<file path="src/rtl/scan_host_params.svh">
`ifndef SCAN_HOST_PARAMS_SVH
`define SCAN_HOST_PARAMS_SVH

// Device word addresses of the writable ports
`define OFS_CMD1 5'h00
`define OFS_MEM_CLR 5'h02
`define OFS_MEM_WR 5'h04
`define OFS_MEM_LD 5'h06
`define OFS_CONV_CLR 5'h08
`define OFS_CTR_DATA 5'h0c
`define OFS_CTR_CMD 5'h0e

// Command register 1 bit positions
`define CMD1_SCAN_EN 0
`define CMD1_SCAN_INT 1
`define CMD1_SCAN_DIV 2
`define CMD1_WIDTH 3
`define CMD1_ACQ_EN 4
`define CMD1_RESET 16'h0000

// Sample-interval counter commands
`define SAMP_SEL_MODE 16'hff03
`define SAMP_SEL_LOAD 16'hff0b
`define SAMP_LOAD 16'hff44
`define SAMP_STEP 16'hfff3
`define SAMP_ARM 16'hff24

// Scan-interval counter commands
`define SCAN_SEL_MODE 16'hff02
`define SCAN_SEL_LOAD 16'hff0a
`define SCAN_LOAD 16'hff42
`define SCAN_STEP 16'hfff2
`define SCAN_ARM 16'hff22

// Sample counter commands and mode words
`define LO_SEL_MODE 16'hff04
`define LO_MODE 16'h1025
`define LO_SEL_LOAD 16'hff0c
`define LO_LOAD 16'hff48
`define LO_DECR 16'hfff4
`define LO_ARM 16'hff28
`define HI_SEL_MODE 16'hff05
`define HI_MODE 16'h0025
`define HI_SEL_LOAD 16'hff0d
`define HI_LOAD_ARM 16'hff70

// Timebase mode words
`define MODE_5MHZ 16'h8225
`define MODE_1MHZ 16'h8b25
`define MODE_100KHZ 16'h8c25
`define MODE_10KHZ 16'h8d25
`define MODE_1KHZ 16'h8e25
`define MODE_100HZ 16'h8f25
`define MODE_EXT 16'h8525

`define PRELOAD_TWO 16'h0002
`define ZERO_WORD 16'h0000
`define IVAL_MIN 17'h00002
`define IVAL_MAX 17'h10000
`define CNT_MIN 32'h0000_0002
`define CNT_NARROW_MAX 32'h0001_0000
`define IVAL_LAST 4'h7
`define CNT_LAST_NARROW 4'h6
`define CNT_LAST_WIDE 4'hb
`define TAIL_LAST 4'h2
`define WR_GAP_DEFAULT 2

`endif

</file>
<file path="src/rtl/scan_host_pkg.sv">
package scan_host_pkg;
   typedef enum logic [6:0] {
      ST_IDLE = 7'b0000001,
      ST_MEMCLR = 7'b0000010,
      ST_MEMWR = 7'b0000100,
      ST_SAMP = 7'b0001000,
      ST_CNT = 7'b0010000,
      ST_SCAN = 7'b0100000,
      ST_TAIL = 7'b1000000
   } host_state_e;

   typedef enum logic [2:0] {
      TB_5MHZ = 3'h0,
      TB_1MHZ = 3'h1,
      TB_100KHZ = 3'h2,
      TB_10KHZ = 3'h3,
      TB_1KHZ = 3'h4,
      TB_100HZ = 3'h5,
      TB_EXT = 3'h6
   } timebase_e;
endpackage : scan_host_pkg

</file>
<file path="src/rtl/scan_acq_host.sv">
`timescale 1ns/1ns
`include "scan_host_params.svh"
// Summary of operation
// - Scan interval must cover whole sequence; host checks only its range, 2 to 65536, when enabled
// - Last entry of sequence carries end flag
// - Clear, write entries, then load memory
// - Fixed eight-write sample interval sequence
// - Value 65536 written as zero
// - Counter writes are sixteen-bit operations
// - Wide counts chain both counters, minimum two
// - Narrow count loading sequence
// - Wide low half minus one, reload zero
// - Wide high half adjusted, load and arm
// - Clear results then load first entry
module scan_acq_host
   import scan_host_pkg::*;
#(
   parameter int DEPTH = 16,
   parameter int ENTRY_W = 16,
   parameter int WR_GAP = `WR_GAP_DEFAULT
) (
   input wire logic clk_sys_in,
   input wire logic srst_in,
   input wire logic ent_we_in,
   input wire logic [$clog2(DEPTH)-1:0] ent_addr_in,
   input wire logic [ENTRY_W-1:0] ent_data_in,
   input wire logic [$clog2(DEPTH):0] n_entries_in,
   input wire logic go_in,
   input wire scan_host_pkg::timebase_e samp_tb_in,
   input wire logic [16:0] samp_int_in,
   input wire logic [31:0] count_in,
   input wire logic scan_int_en_in,
   input wire scan_host_pkg::timebase_e scan_tb_in,
   input wire logic [16:0] scan_int_in,
   input wire logic scan_div_in,
   input wire logic scan_en_in,
   output logic [4:0] dev_addr_out,
   output logic [15:0] dev_data_out,
   output logic dev_wr_out,
   output logic dev_word16_out,
   output logic busy_out,
   output logic done_out,
   output logic err_out
);
   import scan_host_pkg::*;
   localparam int AW = $clog2(DEPTH);
   localparam logic [7:0] GAP = 8'(WR_GAP);

   initial begin
      // Step counter needs four bits; entries are full device words
      if (WR_GAP < 1 || WR_GAP > 255 || DEPTH < 8 || ENTRY_W != 16) begin
         $error("scan_acq_host: unsupported parameter values");
      end
   end

   host_state_e st_r, st_nxt;
   logic [AW:0] step_r, step_nxt;
   logic [7:0] gap_r, gap_nxt;
   logic [AW-1:0] raddr_r, raddr_nxt;
   logic [4:0] addr_r, addr_nxt;
   logic [15:0] data_r, data_nxt;
   logic wr_r, wr_nxt, done_r, done_nxt, err_r, err_nxt;
   timebase_e stb_r, stb_nxt, ctb_r, ctb_nxt;
   logic [16:0] sint_r, sint_nxt, cint_r, cint_nxt;
   logic [31:0] cnt_r, cnt_nxt;
   logic [AW:0] nent_r, nent_nxt;
   logic [15:0] cmd1_r, cmd1_nxt;
   logic [ENTRY_W-1:0] ent_rdata;
   logic [20:0] op;
   logic wide, ok, last_step;
   logic [3:0] k;

   entry_store #(.WIDTH(ENTRY_W), .DEPTH(DEPTH)) u_store (
      .clk_sys_in(clk_sys_in),
      .we_in(ent_we_in),
      .waddr_in(ent_addr_in),
      .wdata_in(ent_data_in),
      .raddr_in(raddr_r),
      .rdata_out(ent_rdata)
   );

   function automatic logic [15:0] tb_word(input timebase_e sel);
      case (sel)
         TB_5MHZ: tb_word = `MODE_5MHZ;
         TB_1MHZ: tb_word = `MODE_1MHZ;
         TB_100KHZ: tb_word = `MODE_100KHZ;
         TB_10KHZ: tb_word = `MODE_10KHZ;
         TB_1KHZ: tb_word = `MODE_1KHZ;
         TB_100HZ: tb_word = `MODE_100HZ;
         default: tb_word = `MODE_EXT;
      endcase
   endfunction : tb_word

   function automatic logic ival_ok(input logic [16:0] v);
      ival_ok = (v >= `IVAL_MIN) && (v <= `IVAL_MAX);
   endfunction : ival_ok

   // interval counter sequence, value truncated for 65536
   function automatic logic [20:0] ival_op(input logic [3:0] i,
         input logic [15:0] c_mode, input logic [15:0] c_sel,
         input logic [15:0] c_load, input logic [15:0] c_step,
         input logic [15:0] c_arm, input logic [15:0] mode,
         input logic [16:0] v);
      case (i)
         4'h0: ival_op = {`OFS_CTR_CMD, c_mode};
         4'h1: ival_op = {`OFS_CTR_DATA, mode};
         4'h2: ival_op = {`OFS_CTR_CMD, c_sel};
         4'h3: ival_op = {`OFS_CTR_DATA, `PRELOAD_TWO};
         4'h4: ival_op = {`OFS_CTR_CMD, c_load};
         4'h5: ival_op = {`OFS_CTR_CMD, c_step};
         4'h6: ival_op = {`OFS_CTR_DATA, v[15:0]};
         default: ival_op = {`OFS_CTR_CMD, c_arm};
      endcase
   endfunction : ival_op

   function automatic logic [20:0] cnt_op(input logic [3:0] i,
         input logic w, input logic [31:0] c);
      logic [15:0] lo_m1, hi_adj;
      lo_m1 = (c[15:0] == 16'h0000) ? 16'hffff : c[15:0] - 16'h0001;
      hi_adj = (c[15:1] == 15'h0000) ? c[31:16] : c[31:16] + 16'h0001;
      case (i)
         4'h0: cnt_op = {`OFS_CTR_CMD, `LO_SEL_MODE};
         4'h1: cnt_op = {`OFS_CTR_DATA, `LO_MODE};
         4'h2: cnt_op = {`OFS_CTR_CMD, `LO_SEL_LOAD};
         4'h3: cnt_op = {`OFS_CTR_DATA, w ? lo_m1 : c[15:0]};
         4'h4: cnt_op = {`OFS_CTR_CMD, `LO_LOAD};
         4'h5: cnt_op = w ? {`OFS_CTR_DATA, `ZERO_WORD}
                          : {`OFS_CTR_CMD, `LO_DECR};
         4'h6: cnt_op = {`OFS_CTR_CMD, `LO_ARM};
         4'h7: cnt_op = {`OFS_CTR_CMD, `HI_SEL_MODE};
         4'h8: cnt_op = {`OFS_CTR_DATA, `HI_MODE};
         4'h9: cnt_op = {`OFS_CTR_CMD, `HI_SEL_LOAD};
         4'ha: cnt_op = {`OFS_CTR_DATA, hi_adj};
         default: cnt_op = {`OFS_CTR_CMD, `HI_LOAD_ARM};
      endcase
   endfunction : cnt_op

   assign wide = cnt_r > `CNT_NARROW_MAX;
   assign k = step_r[3:0];
   assign ok = ival_ok(samp_int_in) && (count_in >= `CNT_MIN)
      && (!scan_int_en_in || ival_ok(scan_int_in))
      && (n_entries_in != '0) && (n_entries_in <= (AW+1)'(DEPTH));

   always_comb begin
      op = {`OFS_MEM_CLR, `ZERO_WORD};
      last_step = 1'b1;
      case (st_r)
         ST_MEMWR: begin
            // entries in order, then memory load
            last_step = (step_r == nent_r);
            if (last_step) begin
               op = {`OFS_MEM_LD, `ZERO_WORD};
            end else if (step_r == nent_r - 1'b1) begin
               // final entry always carries the end flag
               op = {`OFS_MEM_WR, 1'b1, ent_rdata[14:0]};
            end else begin
               op = {`OFS_MEM_WR, ent_rdata[15:0]};
            end
         end
         ST_SAMP: begin
            op = ival_op(k, `SAMP_SEL_MODE, `SAMP_SEL_LOAD, `SAMP_LOAD,
               `SAMP_STEP, `SAMP_ARM, tb_word(stb_r), sint_r);
            last_step = (k == `IVAL_LAST);
         end
         ST_CNT: begin
            op = cnt_op(k, wide, cnt_r);
            last_step = (k == (wide ? `CNT_LAST_WIDE : `CNT_LAST_NARROW));
         end
         ST_SCAN: begin
            op = ival_op(k, `SCAN_SEL_MODE, `SCAN_SEL_LOAD, `SCAN_LOAD,
               `SCAN_STEP, `SCAN_ARM, tb_word(ctb_r), cint_r);
            last_step = (k == `IVAL_LAST);
         end
         ST_TAIL: begin
            // clear results, select first entry, enable
            case (k)
               4'h0: op = {`OFS_CONV_CLR, `ZERO_WORD};
               4'h1: op = {`OFS_MEM_LD, `ZERO_WORD};
               default: op = {`OFS_CMD1, cmd1_r};
            endcase
            last_step = (k == `TAIL_LAST);
         end
         default: ;
      endcase
   end

   always_comb begin
      st_nxt = st_r;
      step_nxt = step_r;
      gap_nxt = gap_r;
      raddr_nxt = raddr_r;
      addr_nxt = addr_r;
      data_nxt = data_r;
      wr_nxt = 1'b0;
      done_nxt = 1'b0;
      err_nxt = err_r;
      stb_nxt = stb_r;
      ctb_nxt = ctb_r;
      sint_nxt = sint_r;
      cint_nxt = cint_r;
      cnt_nxt = cnt_r;
      nent_nxt = nent_r;
      cmd1_nxt = cmd1_r;
      if (st_r == ST_IDLE) begin
         if (go_in) begin
            err_nxt = !ok;
            if (ok) begin
               st_nxt = ST_MEMCLR;
               raddr_nxt = '0;
               stb_nxt = samp_tb_in;
               ctb_nxt = scan_tb_in;
               sint_nxt = samp_int_in;
               cint_nxt = scan_int_in;
               cnt_nxt = count_in;
               nent_nxt = n_entries_in;
               cmd1_nxt = `CMD1_RESET;
               // control bits for the final enable
               cmd1_nxt[`CMD1_SCAN_EN] = scan_en_in;
               cmd1_nxt[`CMD1_SCAN_DIV] = scan_div_in;
               cmd1_nxt[`CMD1_SCAN_INT] = scan_int_en_in;
               cmd1_nxt[`CMD1_WIDTH] = count_in > `CNT_NARROW_MAX;
               cmd1_nxt[`CMD1_ACQ_EN] = 1'b1;
            end
         end
      end else if (gap_r != 8'h00) begin
         gap_nxt = gap_r - 8'h01;
      end else begin
         wr_nxt = 1'b1;
         addr_nxt = op[20:16];
         data_nxt = op[15:0];
         gap_nxt = GAP;
         step_nxt = step_r + 1'b1;
         if (st_r == ST_MEMWR) begin
            raddr_nxt = AW'(step_r + 1'b1);
         end
         if (last_step) begin
            step_nxt = '0;
            case (st_r)
               ST_MEMCLR: st_nxt = ST_MEMWR;
               ST_MEMWR: st_nxt = ST_SAMP;
               ST_SAMP: st_nxt = ST_CNT;
               ST_CNT: st_nxt = cmd1_r[`CMD1_SCAN_INT] ? ST_SCAN : ST_TAIL;
               ST_SCAN: st_nxt = ST_TAIL;
               ST_TAIL: begin
                  st_nxt = ST_IDLE;
                  gap_nxt = 8'h00;
                  done_nxt = 1'b1;
               end
               default: st_nxt = ST_IDLE;
            endcase
         end
      end
   end

   always_ff @(posedge clk_sys_in) begin
      if (srst_in) begin
         // pointer to entry zero, control bits cleared
         st_r <= ST_IDLE;
         step_r <= '0;
         gap_r <= 8'h00;
         raddr_r <= '0;
         addr_r <= 5'h00;
         data_r <= 16'h0000;
         wr_r <= 1'b0;
         done_r <= 1'b0;
         err_r <= 1'b0;
         stb_r <= TB_5MHZ;
         ctb_r <= TB_5MHZ;
         sint_r <= 17'h00000;
         cint_r <= 17'h00000;
         cnt_r <= 32'h0000_0000;
         nent_r <= '0;
         cmd1_r <= `CMD1_RESET;
      end else begin
         st_r <= st_nxt;
         step_r <= step_nxt;
         gap_r <= gap_nxt;
         raddr_r <= raddr_nxt;
         addr_r <= addr_nxt;
         data_r <= data_nxt;
         wr_r <= wr_nxt;
         done_r <= done_nxt;
         err_r <= err_nxt;
         stb_r <= stb_nxt;
         ctb_r <= ctb_nxt;
         sint_r <= sint_nxt;
         cint_r <= cint_nxt;
         cnt_r <= cnt_nxt;
         nent_r <= nent_nxt;
         cmd1_r <= cmd1_nxt;
      end
   end

   assign dev_addr_out = addr_r;
   assign dev_data_out = data_r;
   assign dev_wr_out = wr_r;
   assign dev_word16_out = wr_r;
   assign busy_out = (st_r != ST_IDLE);
   assign done_out = done_r;
   assign err_out = err_r;
endmodule : scan_acq_host

</file>
<file path="src/rtl/entry_store.sv">
`timescale 1ns/1ns
module entry_store #(
   parameter int WIDTH = 16,
   parameter int DEPTH = 16
) (
   input wire logic clk_sys_in,
   input wire logic we_in,
   input wire logic [$clog2(DEPTH)-1:0] waddr_in,
   input wire logic [WIDTH-1:0] wdata_in,
   input wire logic [$clog2(DEPTH)-1:0] raddr_in,
   output logic [WIDTH-1:0] rdata_out
);
   logic [WIDTH-1:0] mem [DEPTH];
   logic [WIDTH-1:0] rdata_r;

   initial begin
      if (DEPTH < 2 || WIDTH < 2) begin
         $error("entry_store: DEPTH and WIDTH must be at least 2");
      end
   end

   always_ff @(posedge clk_sys_in) begin
      if (we_in) begin
         mem[waddr_in] <= wdata_in;
      end
      rdata_r <= mem[raddr_in];
   end

   assign rdata_out = rdata_r;
endmodule : entry_store

</file>
<file path="config.mk">
export PLATFORM = sky130hd
export DESIGN_NAME = scan_acq_host
export DESIGN_NICKNAME = d
export VERILOG_FILES = /design/src/rtl/scan_host_pkg.sv /design/src/rtl/scan_acq_host.sv /design/src/rtl/entry_store.sv
export VERILOG_INCLUDE_DIRS = /design/src /design/src/rtl
export SDC_FILE = /design/constraint.sdc
export NUM_CORES = 1
export LEC_CHECK = 0
export BUFFER_PORTS_ARGS = -buffer_cell sky130_fd_sc_hd__buf_4
export CAP_MARGIN = 0
export CORE_MARGIN = 2
export CORE_UTILIZATION = 50
export CTS_CLUSTER_DIAMETER = 80
export DETAILED_ROUTE_END_ITERATION = 8
export PLACE_DENSITY = 0.65
export SYNTH_ARGS = -nofsm -noshare
export SYNTH_HDL_FRONTEND = slang
export SYNTH_HIERARCHICAL = 1
export SYNTH_SLANG_ARGS = --single-unit
</file>
<file path="constraint.sdc">
create_clock -name clk_sys_in -period 5 [get_ports clk_sys_in]
set_clock_uncertainty 0.2 [all_clocks]
set_input_delay 0.75 -clock clk_sys_in [delete_from_list [all_inputs] [get_ports clk_sys_in]]
set_output_delay 0.75 -clock clk_sys_in [all_outputs]
set_load 0.02 [all_outputs]
</file>
==> run_results.csv <==
group,metric,value,unit
setup_path,crit_arrival,4060,ps
route,drt-total-wl,47100,µm
final_layout,seq_area,10500,µm²
sta,finalHoldViolCount,0,
final_layout,multiInputGateArea,6500,µm²
yosys,syn_area,17500,µm²
clock_tree,htree_levels,2,
power_and_ir_drop,peakVddDrop,327,µV
outcome,status,"completed",
sta,fmax,0.260,GHz
sta,setup_viol,0,
clock_tree,cts_tree,"built",
route,drc,0,
grt,grt_max_degree,70,
grt,grt_pass1_vias,12000,
route,wire_per_inst,23.0,µm
floorplanning,die_w,191,µm
clock_tree,clock_path_buffers,3,
yosys,synth_edf_count,256,
placement,placedCellCount,1963,
placement,place.gp.congestion,0.918,
floorplanning,dieArea,36400,µm²
setup_path,path_max_fanout,14,
setup_path,critical_path_class,"flop to flop",
setup_path,crit_path_start_kind,"flop",
final_layout,nFillCells,2795,
final_layout,final_layout_size_suffix_gt1_share,19.7,%
route,drt-initial-drc-count,1191,
clock_tree,postCtsHoldBufs,0,
yosys,synth_cells,1439,
clock_tree,cts_setup_buffers,0,
sta,holdWs,239,ps
clock_tree,ctsResizeCount,0,
floorplanning,ioPinCount,130,
floorplanning,floorplan.initialDensity,50.6,%
yosys,ys_seq_elements,398,
power_and_ir_drop,totalPowerFinal,0.00809,W
placement,hpwl,31300,µm
setup_path,end_kind,"flop",
sta,drv_slew,0,
yosys,ys_warn_count,6,
final_layout,syn_to_final_growth,16.3,%
route,dr.pass1.iters,6,
grt,grt_usage,26.1,%
grt,overflow,0,
power_and_ir_drop,p_per_area,399,nW/µm²
yosys,synth_top_area_share,44.0,%
final_layout,fin_cells,2043,
clock_tree,cts_root_buffer,"clkbuf_16",
route,num_vias,12400,
setup_path,cp_data_required_time,5210,ps
sta,worst_pin_slew,1060,ps
yosys,ys_seq_area_share,60.3,%
yosys,synth_area_per_cell,12.1,µm²
clock_tree,cts_buffers,43,
worst_hold_path,hold_path.class,"input port to flop",
clock_tree,path_clk_slew,60,ps
yosys,synth-async-reset-ratio,0,%
sta,fin_tns_setup,0,ps
yosys,synth_top_area_cell,"edfxtp_1",
route,drtAntennaViolNets,0,
grt,antenna_found_initial,0,
power_and_ir_drop,power_leakage,6.83,nW
floorplanning,die_h,191,µm
floorplanning,rows,68,
clock_tree,clock_sinks,398,
placement,port_buffers,127,
final_layout,insertedDiodeCount,0,
final_layout,nNetsFinal,1669,
yosys,synth_ff_type,"edfxtp_1",
clock_tree,clk_latency,560,ps
job,maxCapViolCount,0,
sta,period_needed,3840,ps
yosys,yosys-top-cells-count,"edfxtp_1, nand2_1, dfxtp_1",
sta,rsz0062_at_grt,"no",
sta,final.period_utilization,76.9,%
route,vias_per_cell,6.07,
yosys,synth.distinct_cells,84,
sta,slew_headroom,29.1,%
grt,grt_pass1_wl,71100,µm
yosys,ys_top_cells_by_area,"edfxtp_1, dfxtp_1, mux4_2",
floorplanning,coreArea,34500,µm²
yosys,synth.most_common_cell,"edfxtp_1",
[where the power goes]
part	total (W)	leakage, nW	switching [W]	internal (W)
registers	0.00374	3.47	0.000109	0.00363
logic	0.00116	2.67	0.000712	0.000444
clock network	0.00320	0.697	0.00133	0.00187
total	0.00809	6.83	0.00215	0.00594
[metrics by stage]
| step | cell area (µm²) | setup slack (ps) | util, % |
|---|---|---|---|
| after floorplan | 17500 | 1990 | - |
| after global placement | 18800 | 1280 | 54.7 |
| after detailed placement | 18800 | 1180 | 54.7 |
| after CTS | 20300 | 1350 | 58.9 |
| after global routing | 20300 | 1100 | 58.9 |
| final | 20300 | 1160 | 58.9 |
[routing by layer]
layer	part of all wire, %	global-route usage, %	up-vias
met5	0	0	-
met4	4.3	11.7	0
met3	6.5	3.97	125
met2	49	43.7	475
met1	40	33.9	6091
li1	-	-	5701
[state kept, by name, summed over array words and instances, names as in the netlist]
signal / flops
cint_r: 16
cmd1_r: 5
cnt_r: 32
ctb_r: 3
dev_addr_out: 3
dev_data_out: 16
dev_word16_out: 1
done_out: 1
err_out: 1
gap_r: 8
nent_r: 5
raddr_r: 4
sint_r: 16
st_r: 7
stb_r: 3
step_r: 5
u_store/mem: 256
u_store/rdata_out: 16
[final cells by class]
class | instances | area share, %
flip-flops and latches | 398 | 51.9
multi-input cells | 934 | 32.0
well taps | 455 | 2.81
clock inverters | 31 | 1.63
clock buffers | 49 | 5.46
repair buffers | 156 | 5.77
inverters | 20 | 0.370
[cell usage in the layout (no fill, tap or decap), drive strengths merged, types with 4 or more instances in the layout]
master    n
xnor2    16
clkbuf   49
mux2      4
nand2b   13
o22ai     8
nor2     66
o22a      4
or2       9
o21a      5
nand3    21
and2     11
nor4b     4
or3      12
nor4     33
nor2b     8
a221oi    9
nor3     40
a22oi    47
buf     156
dfxtp   142
mux2i    10
nor3b     6
a211oi    6
inv      23
o21ai    37
a31oi     8
nand2   238
a21oi   130
nand3b    5
clkinv   20
bufinv    5
ha       12
o221ai    8
edfxtp  256
mux4     64
nand4    18
xor2     16
o211ai   11
[critical path, stage by stage (launching register included)]
cell and delay (ps):
dfxtp_1 570, inv_1 160, ha_1 410, or2_2 350
o22ai_1 440, nand2_1 390, a21oi_1 240, nand2_1 70
a2111oi_0 710, nor3_1 130
[worst paths after layout]
check,endpoint,depth (start not counted),slack (ps),start
worst max-delay path,dev_addr_out[1],9,1160,step_r[0]
worst min-delay path,ctb_r[2],3,240,scan_tb_in[2]
worst max register to register,dev_addr_out[1],9,1160,step_r[0]
worst min register to register,sint_r[4],2,250,sint_r[4]
[cells by family after synthesis]
| group | count (synthesis) | share of synthesized area, % |
|---|---|---|
| AND/OR/NAND/NOR | 501 | 13.8 |
| flip-flops | 398 | 60.3 |
| AO/OA/AOI/OAI | 309 | 11.3 |
| buffers and inverters | 108 | 2.79 |
| multiplexers | 78 | 9.31 |
| XOR/XNOR | 32 | 1.61 |
| adder cells (fa/ha/maj) | 12 | 0.860 |
| other | 1 | 0.0215 |
(Power assumes the default switching activity.)
